## src/common/usart_sync_params.svh

```systemverilog
`ifndef USART_SYNC_PARAMS_SVH
`define USART_SYNC_PARAMS_SVH
// Register indices; the byte address is four times the index
`define USS_IDX_IRQ_FLAGS 8'h0c
`define USS_IDX_RX_CTRL 8'h18
`define USS_IDX_TX_HOLD 8'h19
`define USS_IDX_RX_HEAD 8'h1a
`define USS_IDX_IRQ_EN 8'h8c
`define USS_IDX_TX_CTRL 8'h98
`define USS_IDX_BAUD 8'h99
// Transmit status/control fields
`define USS_TC_CLK_SRC 7
`define USS_TC_NINE 6
`define USS_TC_ENABLE 5
`define USS_TC_SYNC 4
`define USS_TC_HIGH_BAUD 2
`define USS_TC_SHIFT_EMPTY 1
`define USS_TC_NINTH 0
// Receive status/control fields
`define USS_RC_PORT_EN 7
`define USS_RC_NINE 6
`define USS_RC_SINGLE 5
`define USS_RC_CONT 4
`define USS_RC_ADDR_DET 3
`define USS_RC_FRAME_ERR 2
`define USS_RC_OVERRUN 1
`define USS_RC_NINTH 0
// Interrupt flag / enable positions
`define USS_IRQ_RX_BIT 5
`define USS_IRQ_TX_BIT 4
// Reset values
`define USS_TX_CTRL_RST 8'h02
`define USS_RX_CTRL_RST 8'h00
`define USS_IRQ_EN_RST 8'h00
`define USS_BAUD_RST 8'h00
`define USS_HOLD_RST 8'h00
// Last bit index of a word
`define USS_LAST_BIT_8 4'h7
`define USS_LAST_BIT_9 4'h8
`endif

```

## src/common/usart_sync_pkg.sv

```systemverilog
package usart_sync_pkg;
   // One received word as it sits in the receive FIFO
   typedef struct packed {
      logic ninth;
      logic [7:0] data;
   } rx_word_t;
   // Clock pin and data pin sampled together
   typedef struct packed {
      logic clk;
      logic data;
   } pin_pair_t;
   // Transmit shifter state
   typedef enum logic [1:0] {
      TX_IDLE = 2'b00,
      TX_SHIFT = 2'b01
   } tx_state_t;
endpackage

```

## src/core/usart_sync_slave_port.sv

```systemverilog
// Register access over AHB-Lite was left to the implementer.
`timescale 1ns/1ps
`include "usart_sync_params.svh"

// Function
// - First queued word moves straight into shifter
// - Second word stays held, empty flag clear
// - Shifter done: load held word, set flag
// - Transmit interrupt enable wakes the core
// - Peripheral drives data pin only when input
// - Holding write with transmit enable starts transfer
// - Single-receive enable ignored in slave mode
// - Continuous receive keeps working during sleep
// - Complete word moves into FIFO, wakes core
// - Reception sets data-available flag, raises interrupt
// - Clearing continuous receive clears overrun error
// - Transmit status/control layout and reset value
// - Receive status/control layout and reset value
// - Flags bits five and four, same enables
// - Shift clock comes from the external pin
// - Receive data sampled on falling clock edge
// - Two-deep FIFO, overrun drops word, blocks
// - Data-available flag read-only, clears when empty
module usart_sync_slave_port #(
   parameter int ADDR_W = 12,
   parameter int RX_DEPTH = 2
) (
   input wire logic i_ref_clk, // Core clock
   input wire logic i_srst, // Synchronous reset, active high
   input wire logic i_hsel, // AHB slave select
   input wire logic [ADDR_W-1:0] i_haddr, // AHB byte address
   input wire logic [1:0] i_htrans, // AHB transfer type
   input wire logic i_hwrite, // AHB write
   input wire logic [2:0] i_hsize, // AHB size, word only
   input wire logic [31:0] i_hwdata, // AHB write data
   input wire logic i_hready, // AHB bus ready
   output logic o_hreadyout, // AHB slave ready
   output logic [31:0] o_hrdata, // AHB read data
   output logic o_hresp, // AHB response, always OKAY
   input wire usart_sync_pkg::pin_pair_t i_pins, // Clock and data pin levels
   input wire logic [1:0] i_port_dir, // Pin directions, 1 = input
   output logic o_data_out, // Data pin output level
   output logic o_data_oe, // Data pin output enable
   output logic o_core_wake // Interrupt request, wakes core
);
   import usart_sync_pkg::*;

   localparam int PW = (RX_DEPTH > 1) ? $clog2(RX_DEPTH) : 1;
   localparam logic [7:0] TX_CTRL_RST = `USS_TX_CTRL_RST;
   localparam logic [7:0] RX_CTRL_RST = `USS_RX_CTRL_RST;

   // Decoder needs ten address bits; pointers must wrap cleanly
   if (ADDR_W < 10 || RX_DEPTH < 2 || (RX_DEPTH & (RX_DEPTH - 1)) != 0) begin : g_bad_param
      $error("ADDR_W must be at least 10, RX_DEPTH a power of two of at least 2");
   end

   // Byte address of a register index
   function automatic logic hit(input logic [ADDR_W-1:0] a, input logic [7:0] idx);
      return a == ADDR_W'({idx, 2'b00});
   endfunction

   // Index of the last bit of a word
   function automatic logic [3:0] last_bit(input logic nine);
      return nine ? `USS_LAST_BIT_9 : `USS_LAST_BIT_8;
   endfunction

   // Bus state
   logic acc_q, wr_q;
   logic [ADDR_W-1:0] addr_q;
   logic [7:0] rdata;
   // Control registers
   logic clock_source_select_q, nine_bit_transmit_q, transmit_enable_q, sync_select_q;
   logic high_baud_select_q, ninth_transmit_bit_q, serial_port_enable_q, nine_bit_receive_q;
   logic single_receive_enable_q, continuous_receive_enable_q, address_detect_enable_q;
   logic overrun_error_q;
   logic [7:0] irq_enables_q, baud_divisor_q;
   // Transmit holding stage
   logic [7:0] transmit_holding_q;
   logic hold_full_q;
   tx_state_t tx_state_q;
   // Shift registers and their bit counters
   logic [8:0] transmit_shift_reg_q, receive_shift_reg_q;
   logic [3:0] tx_cnt_q, rx_cnt_q;
   // Receive FIFO
   rx_word_t rx_fifo_q [RX_DEPTH];
   logic [PW-1:0] wr_ptr_q, rd_ptr_q;
   logic [PW:0] rx_count_q;
   // Pin synchronisers
   pin_pair_t pin_s1_q, pin_s2_q;
   logic clk_s3_q;

   // Two flops on the pins, then an edge flop on the second stage
   always_ff @(posedge i_ref_clk) begin
      if (i_srst) begin
         pin_s1_q <= '0;
         pin_s2_q <= '0;
         clk_s3_q <= 1'b0;
      end else begin
         pin_s1_q <= i_pins;
         pin_s2_q <= pin_s1_q;
         clk_s3_q <= pin_s2_q.clk;
      end
   end

   logic clk_fall, slave_mode, tx_run, rx_on, wr_stb, rd_stb, take, tx_load, rx_done;
   logic [8:0] rsr_next;
   logic fifo_full, fifo_empty, rx_avail, tx_empty_flag, push, pop;
   rx_word_t rx_head, rx_word;

   // Shift clock is the external pin, edges found on the core clock
   assign clk_fall = clk_s3_q & ~pin_s2_q.clk;
   assign slave_mode = serial_port_enable_q & sync_select_q & ~clock_source_select_q;
   // Receive owns the shared pin when continuous receive is on
   assign tx_run = transmit_enable_q & slave_mode & ~continuous_receive_enable_q;
   assign rx_on = slave_mode & continuous_receive_enable_q;
   assign take = i_hsel & i_htrans[1] & i_hready;
   assign wr_stb = acc_q & wr_q;
   assign rd_stb = acc_q & ~wr_q;
   assign fifo_full = rx_count_q == (PW+1)'(RX_DEPTH);
   assign fifo_empty = rx_count_q == '0;
   assign rx_head = rx_fifo_q[rd_ptr_q];
   // Flags are derived state; a write to the flag register never reaches them
   assign rx_avail = ~fifo_empty;
   assign tx_empty_flag = transmit_enable_q & ~hold_full_q;
   assign tx_load = (tx_state_q == TX_IDLE) & hold_full_q & tx_run;
   assign rsr_next = {pin_s2_q.data, receive_shift_reg_q[8:1]};
   // Overrun blocks shifting until software clears it
   assign rx_done = clk_fall & rx_on & ~overrun_error_q
      & (rx_cnt_q == last_bit(nine_bit_receive_q));
   assign rx_word.ninth = nine_bit_receive_q & rsr_next[8];
   assign rx_word.data = nine_bit_receive_q ? rsr_next[7:0] : rsr_next[8:1];

   // Address phase is taken here; the data phase gets one wait state
   // so a read right after a write always sees the written value
   always_ff @(posedge i_ref_clk) begin
      if (i_srst) begin
         acc_q <= 1'b0;
         wr_q <= 1'b0;
         addr_q <= '0;
         o_hreadyout <= 1'b1;
         o_hresp <= 1'b0;
      end else begin
         acc_q <= take;
         o_hresp <= 1'b0;
         if (take) begin
            wr_q <= i_hwrite;
            addr_q <= i_haddr;
            o_hreadyout <= 1'b0;
         end else if (acc_q) begin
            o_hreadyout <= 1'b1;
         end
      end
   end

   // Read multiplexer; unmapped addresses read zero
   always_comb begin
      rdata = 8'h00;
      if (hit(addr_q, `USS_IDX_IRQ_FLAGS)) begin
         rdata[`USS_IRQ_RX_BIT] = rx_avail;
         rdata[`USS_IRQ_TX_BIT] = tx_empty_flag;
      end else if (hit(addr_q, `USS_IDX_IRQ_EN)) begin
         rdata = irq_enables_q;
      end else if (hit(addr_q, `USS_IDX_RX_CTRL)) begin
         rdata[`USS_RC_PORT_EN] = serial_port_enable_q;
         rdata[`USS_RC_NINE] = nine_bit_receive_q;
         rdata[`USS_RC_SINGLE] = single_receive_enable_q;
         rdata[`USS_RC_CONT] = continuous_receive_enable_q;
         rdata[`USS_RC_ADDR_DET] = address_detect_enable_q;
         rdata[`USS_RC_FRAME_ERR] = 1'b0; // No framing in sync mode
         rdata[`USS_RC_OVERRUN] = overrun_error_q;
         rdata[`USS_RC_NINTH] = rx_head.ninth & ~fifo_empty;
      end else if (hit(addr_q, `USS_IDX_RX_HEAD)) begin
         rdata = fifo_empty ? 8'h00 : rx_head.data;
      end else if (hit(addr_q, `USS_IDX_TX_CTRL)) begin
         rdata[`USS_TC_CLK_SRC] = clock_source_select_q;
         rdata[`USS_TC_NINE] = nine_bit_transmit_q;
         rdata[`USS_TC_ENABLE] = transmit_enable_q;
         rdata[`USS_TC_SYNC] = sync_select_q;
         rdata[`USS_TC_HIGH_BAUD] = high_baud_select_q;
         rdata[`USS_TC_SHIFT_EMPTY] = tx_state_q == TX_IDLE;
         rdata[`USS_TC_NINTH] = ninth_transmit_bit_q;
      end else if (hit(addr_q, `USS_IDX_BAUD)) begin
         rdata = baud_divisor_q;
      end
   end

   // Read data held until the next read
   always_ff @(posedge i_ref_clk) begin
      if (i_srst) begin
         o_hrdata <= 32'h0000_0000;
      end else if (rd_stb) begin
         o_hrdata <= {24'h00_0000, rdata};
      end
   end

   // Software-written control bits; write-only holding is separate
   always_ff @(posedge i_ref_clk) begin
      if (i_srst) begin
         {clock_source_select_q, nine_bit_transmit_q, transmit_enable_q, sync_select_q}
            <= TX_CTRL_RST[`USS_TC_CLK_SRC:`USS_TC_SYNC];
         high_baud_select_q <= TX_CTRL_RST[`USS_TC_HIGH_BAUD];
         ninth_transmit_bit_q <= TX_CTRL_RST[`USS_TC_NINTH];
         {serial_port_enable_q, nine_bit_receive_q, single_receive_enable_q,
            continuous_receive_enable_q, address_detect_enable_q}
            <= RX_CTRL_RST[`USS_RC_PORT_EN:`USS_RC_ADDR_DET];
         irq_enables_q <= `USS_IRQ_EN_RST;
         baud_divisor_q <= `USS_BAUD_RST;
      end else if (wr_stb) begin
         if (hit(addr_q, `USS_IDX_TX_CTRL)) begin
            clock_source_select_q <= i_hwdata[`USS_TC_CLK_SRC];
            nine_bit_transmit_q <= i_hwdata[`USS_TC_NINE];
            transmit_enable_q <= i_hwdata[`USS_TC_ENABLE];
            sync_select_q <= i_hwdata[`USS_TC_SYNC];
            high_baud_select_q <= i_hwdata[`USS_TC_HIGH_BAUD];
            ninth_transmit_bit_q <= i_hwdata[`USS_TC_NINTH];
         end
         if (hit(addr_q, `USS_IDX_RX_CTRL)) begin
            serial_port_enable_q <= i_hwdata[`USS_RC_PORT_EN];
            nine_bit_receive_q <= i_hwdata[`USS_RC_NINE];
            single_receive_enable_q <= i_hwdata[`USS_RC_SINGLE];
            continuous_receive_enable_q <= i_hwdata[`USS_RC_CONT];
            address_detect_enable_q <= i_hwdata[`USS_RC_ADDR_DET];
         end
         if (hit(addr_q, `USS_IDX_IRQ_EN)) begin
            irq_enables_q <= i_hwdata[7:0];
         end
         if (hit(addr_q, `USS_IDX_BAUD)) begin
            baud_divisor_q <= i_hwdata[7:0];
         end
      end
   end

   // Holding register; a new write wins over a same-cycle transfer out
   always_ff @(posedge i_ref_clk) begin
      if (i_srst) begin
         transmit_holding_q <= `USS_HOLD_RST;
         hold_full_q <= 1'b0;
      end else begin
         if (tx_load) begin
            hold_full_q <= 1'b0;
         end
         if (wr_stb && hit(addr_q, `USS_IDX_TX_HOLD)) begin
            transmit_holding_q <= i_hwdata[7:0];
            hold_full_q <= 1'b1;
         end
      end
   end

   // Transmit shifter: the ninth bit is taken as it stands at load,
   // bits leave LSB first and advance after each falling clock edge
   always_ff @(posedge i_ref_clk) begin
      if (i_srst) begin
         tx_state_q <= TX_IDLE;
         transmit_shift_reg_q <= 9'h000;
         tx_cnt_q <= 4'h0;
      end else begin
         unique case (tx_state_q)
            TX_IDLE: begin
               if (tx_load) begin
                  transmit_shift_reg_q <= {ninth_transmit_bit_q, transmit_holding_q};
                  tx_cnt_q <= 4'h0;
                  tx_state_q <= TX_SHIFT;
               end
            end
            TX_SHIFT: begin
               if (!tx_run) begin
                  tx_state_q <= TX_IDLE;
               end else if (clk_fall) begin
                  transmit_shift_reg_q <= {1'b0, transmit_shift_reg_q[8:1]};
                  tx_cnt_q <= tx_cnt_q + 4'h1;
                  if (tx_cnt_q == last_bit(nine_bit_transmit_q)) begin
                     tx_state_q <= TX_IDLE;
                  end
               end
            end
            default: begin
               tx_state_q <= TX_IDLE;
            end
         endcase
      end
   end

   // Data pin drive, only while shifting and both pins are set as input
   always_ff @(posedge i_ref_clk) begin
      if (i_srst) begin
         o_data_out <= 1'b0;
         o_data_oe <= 1'b0;
      end else begin
         o_data_out <= transmit_shift_reg_q[0];
         o_data_oe <= (tx_state_q == TX_SHIFT) & tx_run & (&i_port_dir);
      end
   end

   // Receive shifter samples on the falling edge of the shift clock
   always_ff @(posedge i_ref_clk) begin
      if (i_srst) begin
         receive_shift_reg_q <= 9'h000;
         rx_cnt_q <= 4'h0;
      end else if (!rx_on || overrun_error_q) begin
         rx_cnt_q <= 4'h0;
      end else if (clk_fall) begin
         receive_shift_reg_q <= rsr_next;
         rx_cnt_q <= rx_done ? 4'h0 : rx_cnt_q + 4'h1;
      end
   end

   // Overrun: set on a word that finds the FIFO full, cleared with
   // continuous receive; the set can never meet the clear
   always_ff @(posedge i_ref_clk) begin
      if (i_srst) begin
         overrun_error_q <= 1'b0;
      end else if (!continuous_receive_enable_q) begin
         overrun_error_q <= 1'b0;
      end else if (rx_done && fifo_full) begin
         overrun_error_q <= 1'b1;
      end
   end

   // Receive FIFO; a word that finds it full is dropped
   assign push = rx_done & ~fifo_full;
   assign pop = rd_stb & hit(addr_q, `USS_IDX_RX_HEAD) & ~fifo_empty;

   always_ff @(posedge i_ref_clk) begin
      if (push) begin
         rx_fifo_q[wr_ptr_q] <= rx_word;
      end
   end

   always_ff @(posedge i_ref_clk) begin
      if (i_srst) begin
         wr_ptr_q <= '0;
         rd_ptr_q <= '0;
         rx_count_q <= '0;
      end else begin
         if (push) begin
            wr_ptr_q <= wr_ptr_q + 1'b1;
         end
         if (pop) begin
            rd_ptr_q <= rd_ptr_q + 1'b1;
         end
         if (push && !pop) begin
            rx_count_q <= rx_count_q + 1'b1;
         end else if (pop && !push) begin
            rx_count_q <= rx_count_q - 1'b1;
         end
      end
   end

   // Wake request from enabled flags; runs without any core activity
   always_ff @(posedge i_ref_clk) begin
      if (i_srst) begin
         o_core_wake <= 1'b0;
      end else begin
         o_core_wake <= (rx_avail & irq_enables_q[`USS_IRQ_RX_BIT])
            | (tx_empty_flag & irq_enables_q[`USS_IRQ_TX_BIT]);
      end
   end

endmodule // usart_sync_slave_port

```

## config.mk

```make
export PLATFORM = sky130hd
export DESIGN_NAME = usart_sync_slave_port
export DESIGN_NICKNAME = d
export VERILOG_FILES = /design/src/common/usart_sync_pkg.sv /design/src/core/usart_sync_slave_port.sv
export VERILOG_INCLUDE_DIRS = /design/src /design/src/common
export SDC_FILE = /design/constraint.sdc
export NUM_CORES = 1
export LEC_CHECK = 0
export BUFFER_PORTS_ARGS = -buffer_cell sky130_fd_sc_hd__buf_2
export CAP_MARGIN = 20
export CORE_UTILIZATION = 50
export CTS_CLUSTER_DIAMETER = 120
export DETAILED_ROUTE_END_ITERATION = 8
export PLACE_DENSITY = 0.84
export SKIP_CTS_REPAIR_TIMING = 1
export SLEW_MARGIN = 10
export SYNTH_ARGS = -nofsm -noshare
export SYNTH_HDL_FRONTEND = slang
export SYNTH_SLANG_ARGS = --single-unit
```

## constraint.sdc

```tcl
create_clock -name i_ref_clk -period 2.15 [get_ports i_ref_clk]
set_input_delay 0.43 -clock i_ref_clk [delete_from_list [all_inputs] [get_ports i_ref_clk]]
set_output_delay 0.43 -clock i_ref_clk [all_outputs]
set_load 0.01 [all_outputs]
```

Word level (Yosys, flattened, before mapping)
Memory sizes are Yosys's and may differ from the RTL's. A register that Yosys moved wholly into a read port is not among the register bits.
Cells that the tools add are included.
{"block": "totals", "mem_count": 1, "in_bits": 58, "word_cells": 157, "mem_bits_rw": 18, "ff_bits": 100}
{"block": "op_classes", "n_mux": 38, "bitwise_logic": 35, "n_eq_ne": 16, "n_addsub": 6, "n_reduce_logical": 24}
{"memory": "rx_fifo_q", "words": 2, "word_bits": 9, "read_ports": 1, "rd_ports_with_merged_regs": 1, "write_ports": 1, "line": "usart_sync_slave_port.sv:85", "source": "rx_word_t rx_fifo_q [RX_DEPTH];"}
{"cell": "$mux 8", "n": 6}
{"cell": "$eq 12x10->1 const B", "n": 3}
{"cell": "$eq 12x7->1 const B", "n": 3}
{"cell": "$mux 4", "n": 8}
{"cell": "$mux 9", "n": 3}
{"cell": "$and 1x1->1", "n": 25}
{"cell": "$pmux 9 s2", "n": 1}
{"cell": "$mux 2", "n": 8}
{"cell": "$eq 12x6->1 const B", "n": 1}
{"cell": "$reduce_and 2->1", "n": 6}
{"cell": "$mux 1", "n": 9}
{"cell": "$not 1->1", "n": 9}
{"cell": "$add 4x1->4 const B", "n": 2}
{"cell": "$eq 4x4->1", "n": 2}
{"cell": "$pmux 4 s2", "n": 1}
{"cell": "$reduce_bool 2->1", "n": 4}
{"cell": "$ne 2x2->1 const B", "n": 3}
{"cell": "$ne 3x3->1 const B", "n": 2}
{"cell": "$logic_and 1x1->1", "n": 4}
{"cell": "$logic_not 2->1", "n": 2}
{"cell": "$pmux 2 s2", "n": 1}
{"cell": "$reduce_and 4->1", "n": 1}
{"cell": "$reduce_or 2->1", "n": 2}
{"cell": "$logic_not 1->1", "n": 3}
{"cell": "9 further kinds", "n": 10}

Longest topological paths before layout
Gate-level depths: netlist of run 1.
{"block": "depth", "word_depth": 11, "depth_mapped": 8}

Worst setup path before layout of run 1
Ideal clock, no wire load.
{"block": "synth_timing", "path_type": "reg2reg", "start": "reg addr_q[7]", "end": "reg rx_count_q[1]", "path_stages_with_launch": 8, "required_time_ns": 2.080, "setup_time_ns": 0.070, "path_slack_ns": 0.010, "n_path_buf": 1, "arrival_ns": 2.070, "path_cell_list": "dfxtp_1 -> nand4bb_1 -> buf_1 -> nor2_1 -> nand4_1 -> ha_1 -> or3_1 -> a21oi_1"}
{"block": "synth_between", "elab_chain_len": 6, "elab_cells_between_ends": 8, "classes_between": "eq/ne (1); mux (1); bitwise (2); reduce/logical (4)"}
{"item": "start: declaration", "line": "usart_sync_slave_port.sv:69", "source": "logic [ADDR_W-1:0] addr_q;"}
{"item": "start signal: assignment", "line": "usart_sync_slave_port.sv:147", "source": "addr_q <= i_haddr;"}
{"item": "$eq 12x7->1 (*)", "line": "usart_sync_slave_port.sv:59", "source": "return a == ADDR_W'({idx, 2'b00});"}
{"item": "$and 1x1->1 (*) (2 in series)", "line": "usart_sync_slave_port.sv:321", "source": "assign pop = rd_stb & hit(addr_q, `USS_IDX_RX_HEAD) & ~fifo_empty;"}
{"item": "$logic_not 1->1", "line": "usart_sync_slave_port.sv:341", "source": "if (push && !pop) begin"}
{"item": "$logic_and 1x1->1", "line": "usart_sync_slave_port.sv:341"}
{"item": "$mux 2 or $reduce_bool 2->1 (tied branches)"}
{"item": "end signal: assignment", "line": "usart_sync_slave_port.sv:342", "source": "rx_count_q <= rx_count_q + 1'b1;"}
{"item": "end signal: assignment", "line": "usart_sync_slave_port.sv:344", "source": "rx_count_q <= rx_count_q - 1'b1;"}
{"item": "end: declaration", "line": "usart_sync_slave_port.sv:87", "source": "logic [PW:0] rx_count_q;"}
Mark *: on every way between the ends. The rest lies on a longest branch, timed or not.
A chain may end at the register's enable or synchronous reset.

Final worst setup path of run 1
{"block": "layout_timing", "start": "reg addr_q[4]", "end": "reg o_hrdata[4]"}
{"block": "layout_between", "elab_chain_len": 7, "elab_cells_between_ends": 12, "classes_between": "eq/ne (6); mux (6)"}
{"item": "$eq 12x10->1", "line": "usart_sync_slave_port.sv:59"}
{"item": "$mux 8", "line": "usart_sync_slave_port.sv:182", "source": "end else if (hit(addr_q, `USS_IDX_BAUD)) begin"}
{"item": "$mux 4", "line": "usart_sync_slave_port.sv:174", "source": "end else if (hit(addr_q, `USS_IDX_TX_CTRL)) begin"}
{"item": "$mux 8", "line": "usart_sync_slave_port.sv:172", "source": "end else if (hit(addr_q, `USS_IDX_RX_HEAD)) begin"}
{"item": "$mux 8", "line": "usart_sync_slave_port.sv:163", "source": "end else if (hit(addr_q, `USS_IDX_RX_CTRL)) begin"}
{"item": "$mux 8", "line": "usart_sync_slave_port.sv:161", "source": "end else if (hit(addr_q, `USS_IDX_IRQ_EN)) begin"}
{"item": "$mux 2 (*)", "line": "usart_sync_slave_port.sv:158", "source": "if (hit(addr_q, `USS_IDX_IRQ_FLAGS)) begin"}
{"item": "end signal: assignment", "line": "usart_sync_slave_port.sv:192", "source": "o_hrdata <= {24'h00_0000, rdata};"}
{"item": "end: declaration", "line": "usart_sync_slave_port.sv:38", "source": "output logic [31:0] o_hrdata,"}
Marks and branches as above.

==> impl_metrics.toml, run 1 <==
[outcome]
status = "complete, no violations"

[power_and_ir_drop]
switching_share_pct = 22.47
clkPwrFrac_pct = 53.5
p_per_area_nw_per_um2 = 830.3
p_seq_share_pct = 42.8
ir_drop_v = 0.0005578
leakage_uw = 0.002395
power.internal_uw = 4070
combPwrFrac_pct = 3.7
switching_power_uw = 1180
finalPower_uw = 5249

[global_routing]
grt_pass1_vias = 4281
grt_util_all_layers_pct = 24.54
antenna_found_initial = 0
grt_start_max_net_pins = 78
grt_first_pass_wirelength_mm = 20.89
overflow = 0

[die]
num_rows = 37
start_util_pct = 51.53
die_w_microns = 105.2
ios = 95
die_y_microns = 105.2
dieArea_sq_um = 11060
core_area_sq_um = 10320

[synthesis]
synthArstFlopShare_pct = 0
synth-seq-cells = 117
yosys.area.top_type = "dfxtp_1"
synth_cell_types = 56
yosysMostFrequentCell = "dfxtp_1"
avgSynthCellArea_sq_um = 9.500
synth_top_area_share_pct = 37.25
synth_edf_count = 18
yosys-top-cells-count = "99 x dfxtp_1, 64 x nor2_1, 57 x mux2i_1"
synthTopCellsByArea = "dfxtp_1 37%, mux2i_1 11%, edfxtp_1 10%"
yosysWarnings = 0
ys.flop_type = "dfxtp_1"
yosysSeqAreaShare_pct = 47.41
synth_area_sq_um = 5320
syn_inst = 560

[drt]
via_per_inst = 5.644
dr.pass1.iters = 5
drc = 0
vias = 4329
drt_iter0_drc = 281
antenna_left = 0
drt-total-wl_mm = 12.82
wl_per_cell_microns = 16.72

[cells_and_area]
num_antenna_cells = 0
area_growth_pct = 18.84
layout.nets = 679
layout-drive-gt1-share_pct = 19.49
finalCoreUtilization_pct = 61.24
design_area_sq_um = 6322

[hold_path]
min_from = "i_pins[0]"
worstHoldPathCells = 2
hold_path_end = "pin_s1_q[0]$_SDFF_PP0_"
min_path_type = "in2reg"

[worst_setup_path]
cp_max_fo = 6
criticalPathCategory = "reg2reg"
rr_startpoint = "addr_q[4]$_SDFFE_PP0P_"
crit_path_start_kind = "flip-flop"
r2r-end = "o_hrdata[4]$_SDFFE_PP0N_"
r2r_setup_slack_ps = 140
required_ps = 2590
critPathCaptureType = "flip-flop"
worstRegToRegCells = 5
arrival_ps = 2440

[flow_run]
cap_viol_max_count = 0

[sta]
rsz0062_at_grt = "no"
setup_viol = 0
setup_ws_ps = 141.3
fmax_mhz = 497.8
final.min_clock_period_ps = 2009
worstMarginPinSlew_ps = 537.5
fin_tns_setup_ps = 0
slew_violations = 0
finalHoldViolCount = 0
post-route-period-util_pct = 93.43
skew_ps = 9.444
slew_headroom_pct = 63.83

[placed_design]
placed_area_sq_um = 5731
portBuffers = 41
place_congestion = 0.9188
dp_hpwl_mm = 8.903
post-place-ws_ps = 152.2

[cts]
cts_tree = "yes"
root_buffer = "clkbuf_8"
cts_sinks = 117
cts_max_level = 4
path_clk_slew_ps = 60
numCtsBuffers = 17
cts.path.max_buffers = 2
clock_latency_ps = 530
[how the worst max path moves through the flow]
| stage | cells after the start | start | slack [ps] | endpoint |
|---|---|---|---|---|
| 3_5_place_dp | 6 | addr_q[0]$_SDFFE_PP0P_ | 150 | rx_count_q[1]$_SDFFE_PP0P_ |
| 6_report | 5 | addr_q[4]$_SDFFE_PP0P_ | 140 | o_hrdata[4]$_SDFFE_PP0N_ |
| 3_3_place_gp | 6 | addr_q[0]$_SDFFE_PP0P_ | 180 | rx_count_q[1]$_SDFFE_PP0P_ |
| 4_1_cts | 6 | addr_q[0]$_SDFFE_PP0P_ | 140 | rx_count_q[1]$_SDFFE_PP0P_ |
| 5_1_grt | 5 | addr_q[4]$_SDFFE_PP0P_ | 20 | o_hrdata[4]$_SDFFE_PP0N_ |
| 2_1_floorplan | 7 | addr_q[7]$_SDFFE_PP0P_ | 10 | rx_count_q[1]$_SDFFE_PP0P_ |
[layout make-up]
cell class / instances / area (sq um)
Fill cell: 856 / 4001
Tap cell: 136 / 170.2
Multi-Input combinational cell: 406 / 2560
Clock inverter: 14 / 173.9
Timing Repair Buffer: 72 / 462.9
Clock buffer: 18 / 417.9
Inverter: 4 / 15.01
Sequential cell: 117 / 2522
[sequential cells by signal, indices dropped and copies added (netlist names), 4 cells and up, named ones only]
register,count
rx_fifo_q,18
addr_q,12
transmit_shift_reg_q,9
baud_divisor_q,8
irq_enables_q,8
o_hrdata,8
receive_shift_reg_q,8
transmit_holding_q,8
rx_cnt_q,4
tx_cnt_q,4
[per-stage QoR]
stage	std cells	hold slack, ps
2_1_floorplan	584	413.8
3_5_place_dp	735	429.1
5_1_grt	767	112.1
3_3_place_gp	735	425.7
4_1_cts	767	109.3
6_report	767	119.0
[routing by layer]
metal  track usage (%)  share of wire, %  up-vias
li1                  -                 -     2059
met1             29.72                43     2070
met2             40.96                49      177
met3             6.987               5.8       23
met4             9.960               1.8        0
met5                 0                 0        -
[logic make-up after synthesis]
group	synth area share (%)
simple gates	21.26
other cells	0.07049
xor+xnor	1.317
fa+ha+maj	0.7056
mux	12.63
buf+inv	6.397
flops	47.41
compound gates	10.21
[power by group through the flow]
stage               clock network (uW)  registers (uW)  logic (uW)
floorplan                            0            2290         154
global placement                     0            2290         188
detailed placement                   0            2290         190
CTS                               2840            2240         192
global route                      2950            2250         211
finish                            2810            2240         195
[critical path: stages (launching register included)]
cell,delay [ps]
dfxtp_1,400
or4bb_1,610
nor4_1,450
buf_4,210
a21oi_1,60
a211oi_1,200
[layout by cell type, fill, tap and decap left out, types with 4 or more instances in the layout]
cell type,n
a211oi_1,10
a21o_1,6
a21oi_1,35
a22oi_1,4
a31oi_1,5
and2_1,5
and3_1,4
buf_2,41
buf_4,29
clkbuf_16,16
conb_1,25
dfxtp_1,99
edfxtp_1,18
inv_1,4
mux2_2,9
mux2i_1,57
nand2_1,53
nand2b_1,4
nand3_1,15
nand3b_1,5
nand4_1,5
nor2_1,64
nor2b_1,14
nor3_1,18
o211ai_1,4
o21ai_0,7
o21bai_1,4
or3_1,6
or4_1,5
xor2_1,5
Note: power is estimated with default switching activity, not from simulation.
==> run 2, diff against run 1 <==
==> constraint.sdc (replaced) <==
create_clock -name i_ref_clk -period 2.15 [get_ports i_ref_clk]
set_input_delay 0.215 -clock i_ref_clk [delete_from_list [all_inputs] [get_ports i_ref_clk]]
set_output_delay 0.215 -clock i_ref_clk [all_outputs]
set_load 0.01 [all_outputs]
==> impl_metrics.toml, run 2 (synthesis gave the netlist of run 1 again) <==
[cells_and_area]
num_antenna_cells = 0
finalNonFillerCells = 793
largest_reg_flops = 18
top_regs = "rx_fifo_q x18, addr_q x12, transmit_shift_reg_q x9"
finalCoreUtilization_pct = 63.67
area_growth_pct = 23.54
design_area_sq_um = 6573
layout.nets = 705
layout-drive-gt1-share_pct = 19.79
top_register = "rx_fifo_q"
layout_commonest_cell = "dfxtp_1"
mostFrequentLayoutCells = "99 x dfxtp_1, 64 x nor2_1, 57 x mux2i_1"

[die]
dieArea_sq_um = 11060
die_w_microns = 105.2
num_rows = 37
start_util_pct = 51.53
die_y_microns = 105.2
core_area_sq_um = 10320
ios = 95

[drt]
via_per_inst = 5.608
drc = 0
dr.pass1.iters = 6
drt-total-wl_mm = 13.05
drt_iter0_drc = 393
vias = 4447
wl_per_cell_microns = 16.46
antenna_left = 0

[worst_setup_path]
critPathCaptureType = "flip-flop"
rr_startpoint = "rx_cnt_q[0]$_SDFFE_PP0N_"
r2r_setup_slack_ps = 130
r2r-end = "rx_count_q[1]$_SDFFE_PP0P_"
crit_path_start_kind = "flip-flop"
worstRegToRegCells = 6
arrival_ps = 2480
criticalPathCategory = "reg2reg"
cp_max_fo = 5
required_ps = 2610

[outcome]
status = "finished, violations left"
violations = "hold timing"

[sta]
setup_viol = 0
fmax_mhz = 494.8
slew_violations = 0
slew_headroom_pct = 57.21
skew_ps = 7.149
final.min_clock_period_ps = 2021
post-route-period-util_pct = 94.00
worstMarginPinSlew_ps = 641.8
timing.hold.ws_ps = -5.377
finalHoldViolCount = 2
rsz0062_at_grt = "no"
fin_tns_setup_ps = 0

[global_routing]
grt_util_all_layers_pct = 24.31
global_route.usage.met2_pct = 40.59
grtUsageMet3_pct = 5.739
met1_usage_pct = 29.91
grt_pass1_vias = 4160
grt_busiest_layer = "met2"
antenna_found_initial = 0
grt_start_max_net_pins = 32
overflow = 0
grt_first_pass_wirelength_mm = 20.45

[flow_run]
cap_viol_max_count = 0

[power_and_ir_drop]
p_seq_share_pct = 43.4
switching_share_pct = 22.32
power.internal_uw = 4022
p_per_area_nw_per_um2 = 787.7
clkPwrFrac_pct = 52.3
ir_drop_v = 0.0005252
combPwrFrac_pct = 4.4
leakage_uw = 0.002495
finalPower_uw = 5177
switching_power_uw = 1156

[cts]
cts_tree = "yes"
cts.path.max_buffers = 2
cts_sinks = 117
clock_latency_ps = 530
root_buffer = "clkbuf_8"
path_clk_slew_ps = 50
cts_max_level = 4
numCtsBuffers = 17

[placed_design]
placed_area_sq_um = 5768
portBuffers = 41
place_congestion = 0.8727
dp_hpwl_mm = 9.209
dp.cells = 740

[hold_path]
min_from = "i_hwdata[0]"
min_path_type = "in2reg"
hold_path_end = "baud_divisor_q[0]$_SDFFE_PP0P_"
worstHoldPathCells = 3
==> run 2: how the worst max path moves through the flow <==
stage | slack, ps | depth (start not counted) | endpoint | startpoint
floorplan | 10 | 7 | rx_count_q[1]$_SDFFE_PP0P_ | addr_q[7]$_SDFFE_PP0P_
detailed placement | 90 | 6 | rx_count_q[1]$_SDFFE_PP0P_ | addr_q[6]$_SDFFE_PP0P_
CTS | 70 | 6 | rx_count_q[1]$_SDFFE_PP0P_ | addr_q[7]$_SDFFE_PP0P_
global route | 20 | 6 | rx_count_q[1]$_SDFFE_PP0P_ | rx_cnt_q[0]$_SDFFE_PP0N_
finish | 130 | 6 | rx_count_q[1]$_SDFFE_PP0P_ | rx_cnt_q[0]$_SDFFE_PP0N_
global placement | 140 | 6 | rx_count_q[1]$_SDFFE_PP0P_ | addr_q[4]$_SDFFE_PP0P_
==> run 2: power by group through the flow <==
stage / logic [uW] / registers, uW / clock network, uW
2_1_floorplan: 154 / 2290 / 0
3_3_place_gp: 191 / 2290 / 0
3_5_place_dp: 193 / 2290 / 0
4_1_cts: 194 / 2240 / 2730
5_1_grt: 248 / 2250 / 2820
6_report: 227 / 2240 / 2710
==> run 2: layout make-up <==
type / count / area, sq um
Clock inverter: 9 / 91.34
Tap cell: 136 / 170.2
Timing Repair Buffer: 98 / 710.7
Clock buffer: 23 / 488.0
Fill cell: 812 / 3751
Inverter: 4 / 15.01
Sequential cell: 117 / 2522
Multi-Input combinational cell: 406 / 2575
==> run 2: stage by stage <==
step	setup WS (ps)	hold WS [ps]
after floorplan	9.742	333.3
after global placement	144.2	424.6
after detailed placement	92.42	425.3
after CTS	69.84	-123.8
after global routing	19.13	1.971
final	129.0	-5.377
==> run 2: per-layer routing <==
layer	up-vias	share of wire, %
met3	28	6.4
met1	2133	43
li1	2104	-
met2	182	49
met5	-	0
met4	0	2.2
==> run 2: critical path, stage by stage (launching register included) <==
cell and delay (ps):
dfxtp_1 340, or3_1 370, o22ai_1 210, and3_4 230, ha_1 270, or3_1 370, a21oi_1 150
==> run 3, diff against run 2 <==
- GPL_TIMING_DRIVEN: not set -> 0
==> impl_metrics.toml, run 3 (synthesis gave the netlist of run 1 again) <==
[drt]
drc = 0
wl_per_cell_microns = 16.91
drt-total-wl_mm = 13.82
via_per_inst = 5.574
drt_iter0_drc = 338
antenna_left = 0
vias = 4554
dr.pass1.iters = 7

[cts]
root_buffer = "clkbuf_8"
cts.path.max_buffers = 2
clock_latency_ps = 530
path_clk_slew_ps = 60
cts_sinks = 117
numCtsBuffers = 17
cts_tree = "yes"
cts_max_level = 4

[outcome]
violations = "hold timing, setup timing"
status = "finished, violations left"

[sta]
rsz0062_at_grt = "yes"
fin_tns_setup_ps = -279.9
setup_ws_ps = -120.6
post-route-period-util_pct = 105.6
timing.hold.ws_ps = -1.553
slew_violations = 0
slew_headroom_pct = 56.29
skew_ps = 12.90
worstMarginPinSlew_ps = 655.6
finalHoldViolCount = 2
setup_viol = 16
fmax_mhz = 440.4
final.min_clock_period_ps = 2271

[hold_path]
worstHoldPathCells = 3
min_path_type = "in2reg"

[global_routing]
overflow = 0
antenna_found_initial = 0
grt_util_all_layers_pct = 25.65
grt_start_max_net_pins = 17
grt_first_pass_wirelength_mm = 21.52
grt_pass1_vias = 4364

[die]
num_rows = 37
core_area_sq_um = 10320
start_util_pct = 51.53
dieArea_sq_um = 11060
die_w_microns = 105.2
ios = 95
die_y_microns = 105.2

[cells_and_area]
layout_commonest_cell = "dfxtp_1"
layout.nets = 729
design_area_sq_um = 6679
largest_reg_flops = 18
num_antenna_cells = 0
fill_cells = 778
top_register = "rx_fifo_q"
mostFrequentLayoutCells = "99 x dfxtp_1, 63 x nor2_1, 57 x mux2i_1"
top_regs = "rx_fifo_q x18, addr_q x12, transmit_shift_reg_q x9"
area_growth_pct = 25.54
layout-drive-gt1-share_pct = 20.12

[worst_setup_path]
critPathTopFamily = "simple AND/OR/NAND/NOR gates"
arrival_ps = 2720
cp_slowest_cell = "or3_1"
required_ps = 2600
worstRegToRegCells = 7
crit_buf_inv = 1
criticalPathCategory = "reg2reg"
crit_path_start_kind = "flip-flop"
critPathCaptureType = "flip-flop"
max_stage_delay_ps = 380
cp_max_fo = 7
cp.depth = 7
cp_cell_sequence = "nand2b_1 > nor4_1 > buf_4 > and3_2 > ha_1 > or3_1 > a21oi_1"

[placed_design]
placed_area_sq_um = 5781
dp_hpwl_mm = 9.620
place_congestion = 0.9557
portBuffers = 40

[power_and_ir_drop]
leakage_uw = 0.002536
p_per_area_nw_per_um2 = 778.6
ir_drop_v = 0.0004239

[flow_run]
cap_viol_max_count = 0
run 3: changes by cell type in the layout (fill, tap and decap cells not counted), sizes merged, moves of 2 or more:
cell | before | now
clkinv | 4 | 2
inv | 6 | 13
buf | 77 | 80
clkbuf | 23 | 40
run 3: worst paths after layout:
| path | start | endpoint | slack (ps) |
|---|---|---|---|
| worst max-delay path | pin_s2_q[1]$_SDFF_PP0_ | rx_count_q[1]$_SDFFE_PP0P_ | -120 |
| worst min-delay path | i_hwdata[1] | transmit_holding_q[1]$_SDFFE_PP0P_ | -2 |
| worst max register to register | pin_s2_q[1]$_SDFF_PP0_ | rx_count_q[1]$_SDFFE_PP0P_ | -120 |
| worst min register to register | pin_s1_q[1]$_SDFF_PP0_ | pin_s2_q[1]$_SDFF_PP0_ | 450 |
run 3: tightest hold or removal path, stage by stage:
cell,delay [ps]
buf_2,130
mux2i_1,80
nor2_1,70
run 3: per-stage QoR:
step           cells  setup WS (ps)  total power (uW)  utilization (%)
2_1_floorplan    584          9.742              2441                -
3_3_place_gp     760         -406.7              2515            55.99
3_5_place_dp     760         -463.7              2520            55.99
4_1_cts          792         -479.5              5181            61.50
5_1_grt          817         -200.3              5366            64.70
6_report         817         -120.6              5200            64.70
run 3: layout make-up:
class	instances	area (sq um)	area share (%)
clock buffer	18	439.2	6.575
timing repair buffer	65	462.9	6.931
buffer	57	335.3	5.021
clock inverter	14	128.9	1.930
multi-input combinational	406	2605	39.00
inverter	4	15.01	0.2248
tap	136	170.2	2.548
sequential	117	2522	37.77
run 3: metal layers:
| metal | vias up | GRT usage [%] | share of wire (%) |
|---|---|---|---|
| met2 | 263 | 39.31 | 46 |
| met1 | 2085 | 30.51 | 41 |
| li1 | 2158 | - | - |
| met4 | 0 | 17.71 | 4.2 |
| met5 | - | 0 | 0 |
| met3 | 48 | 8.235 | 8.7 |
run 3: where the power goes:
part	switching (uW)	internal [uW]	total, uW
clock	1150	1540	2680
sequential	13.9	2230	2240
combinational	157	116	273
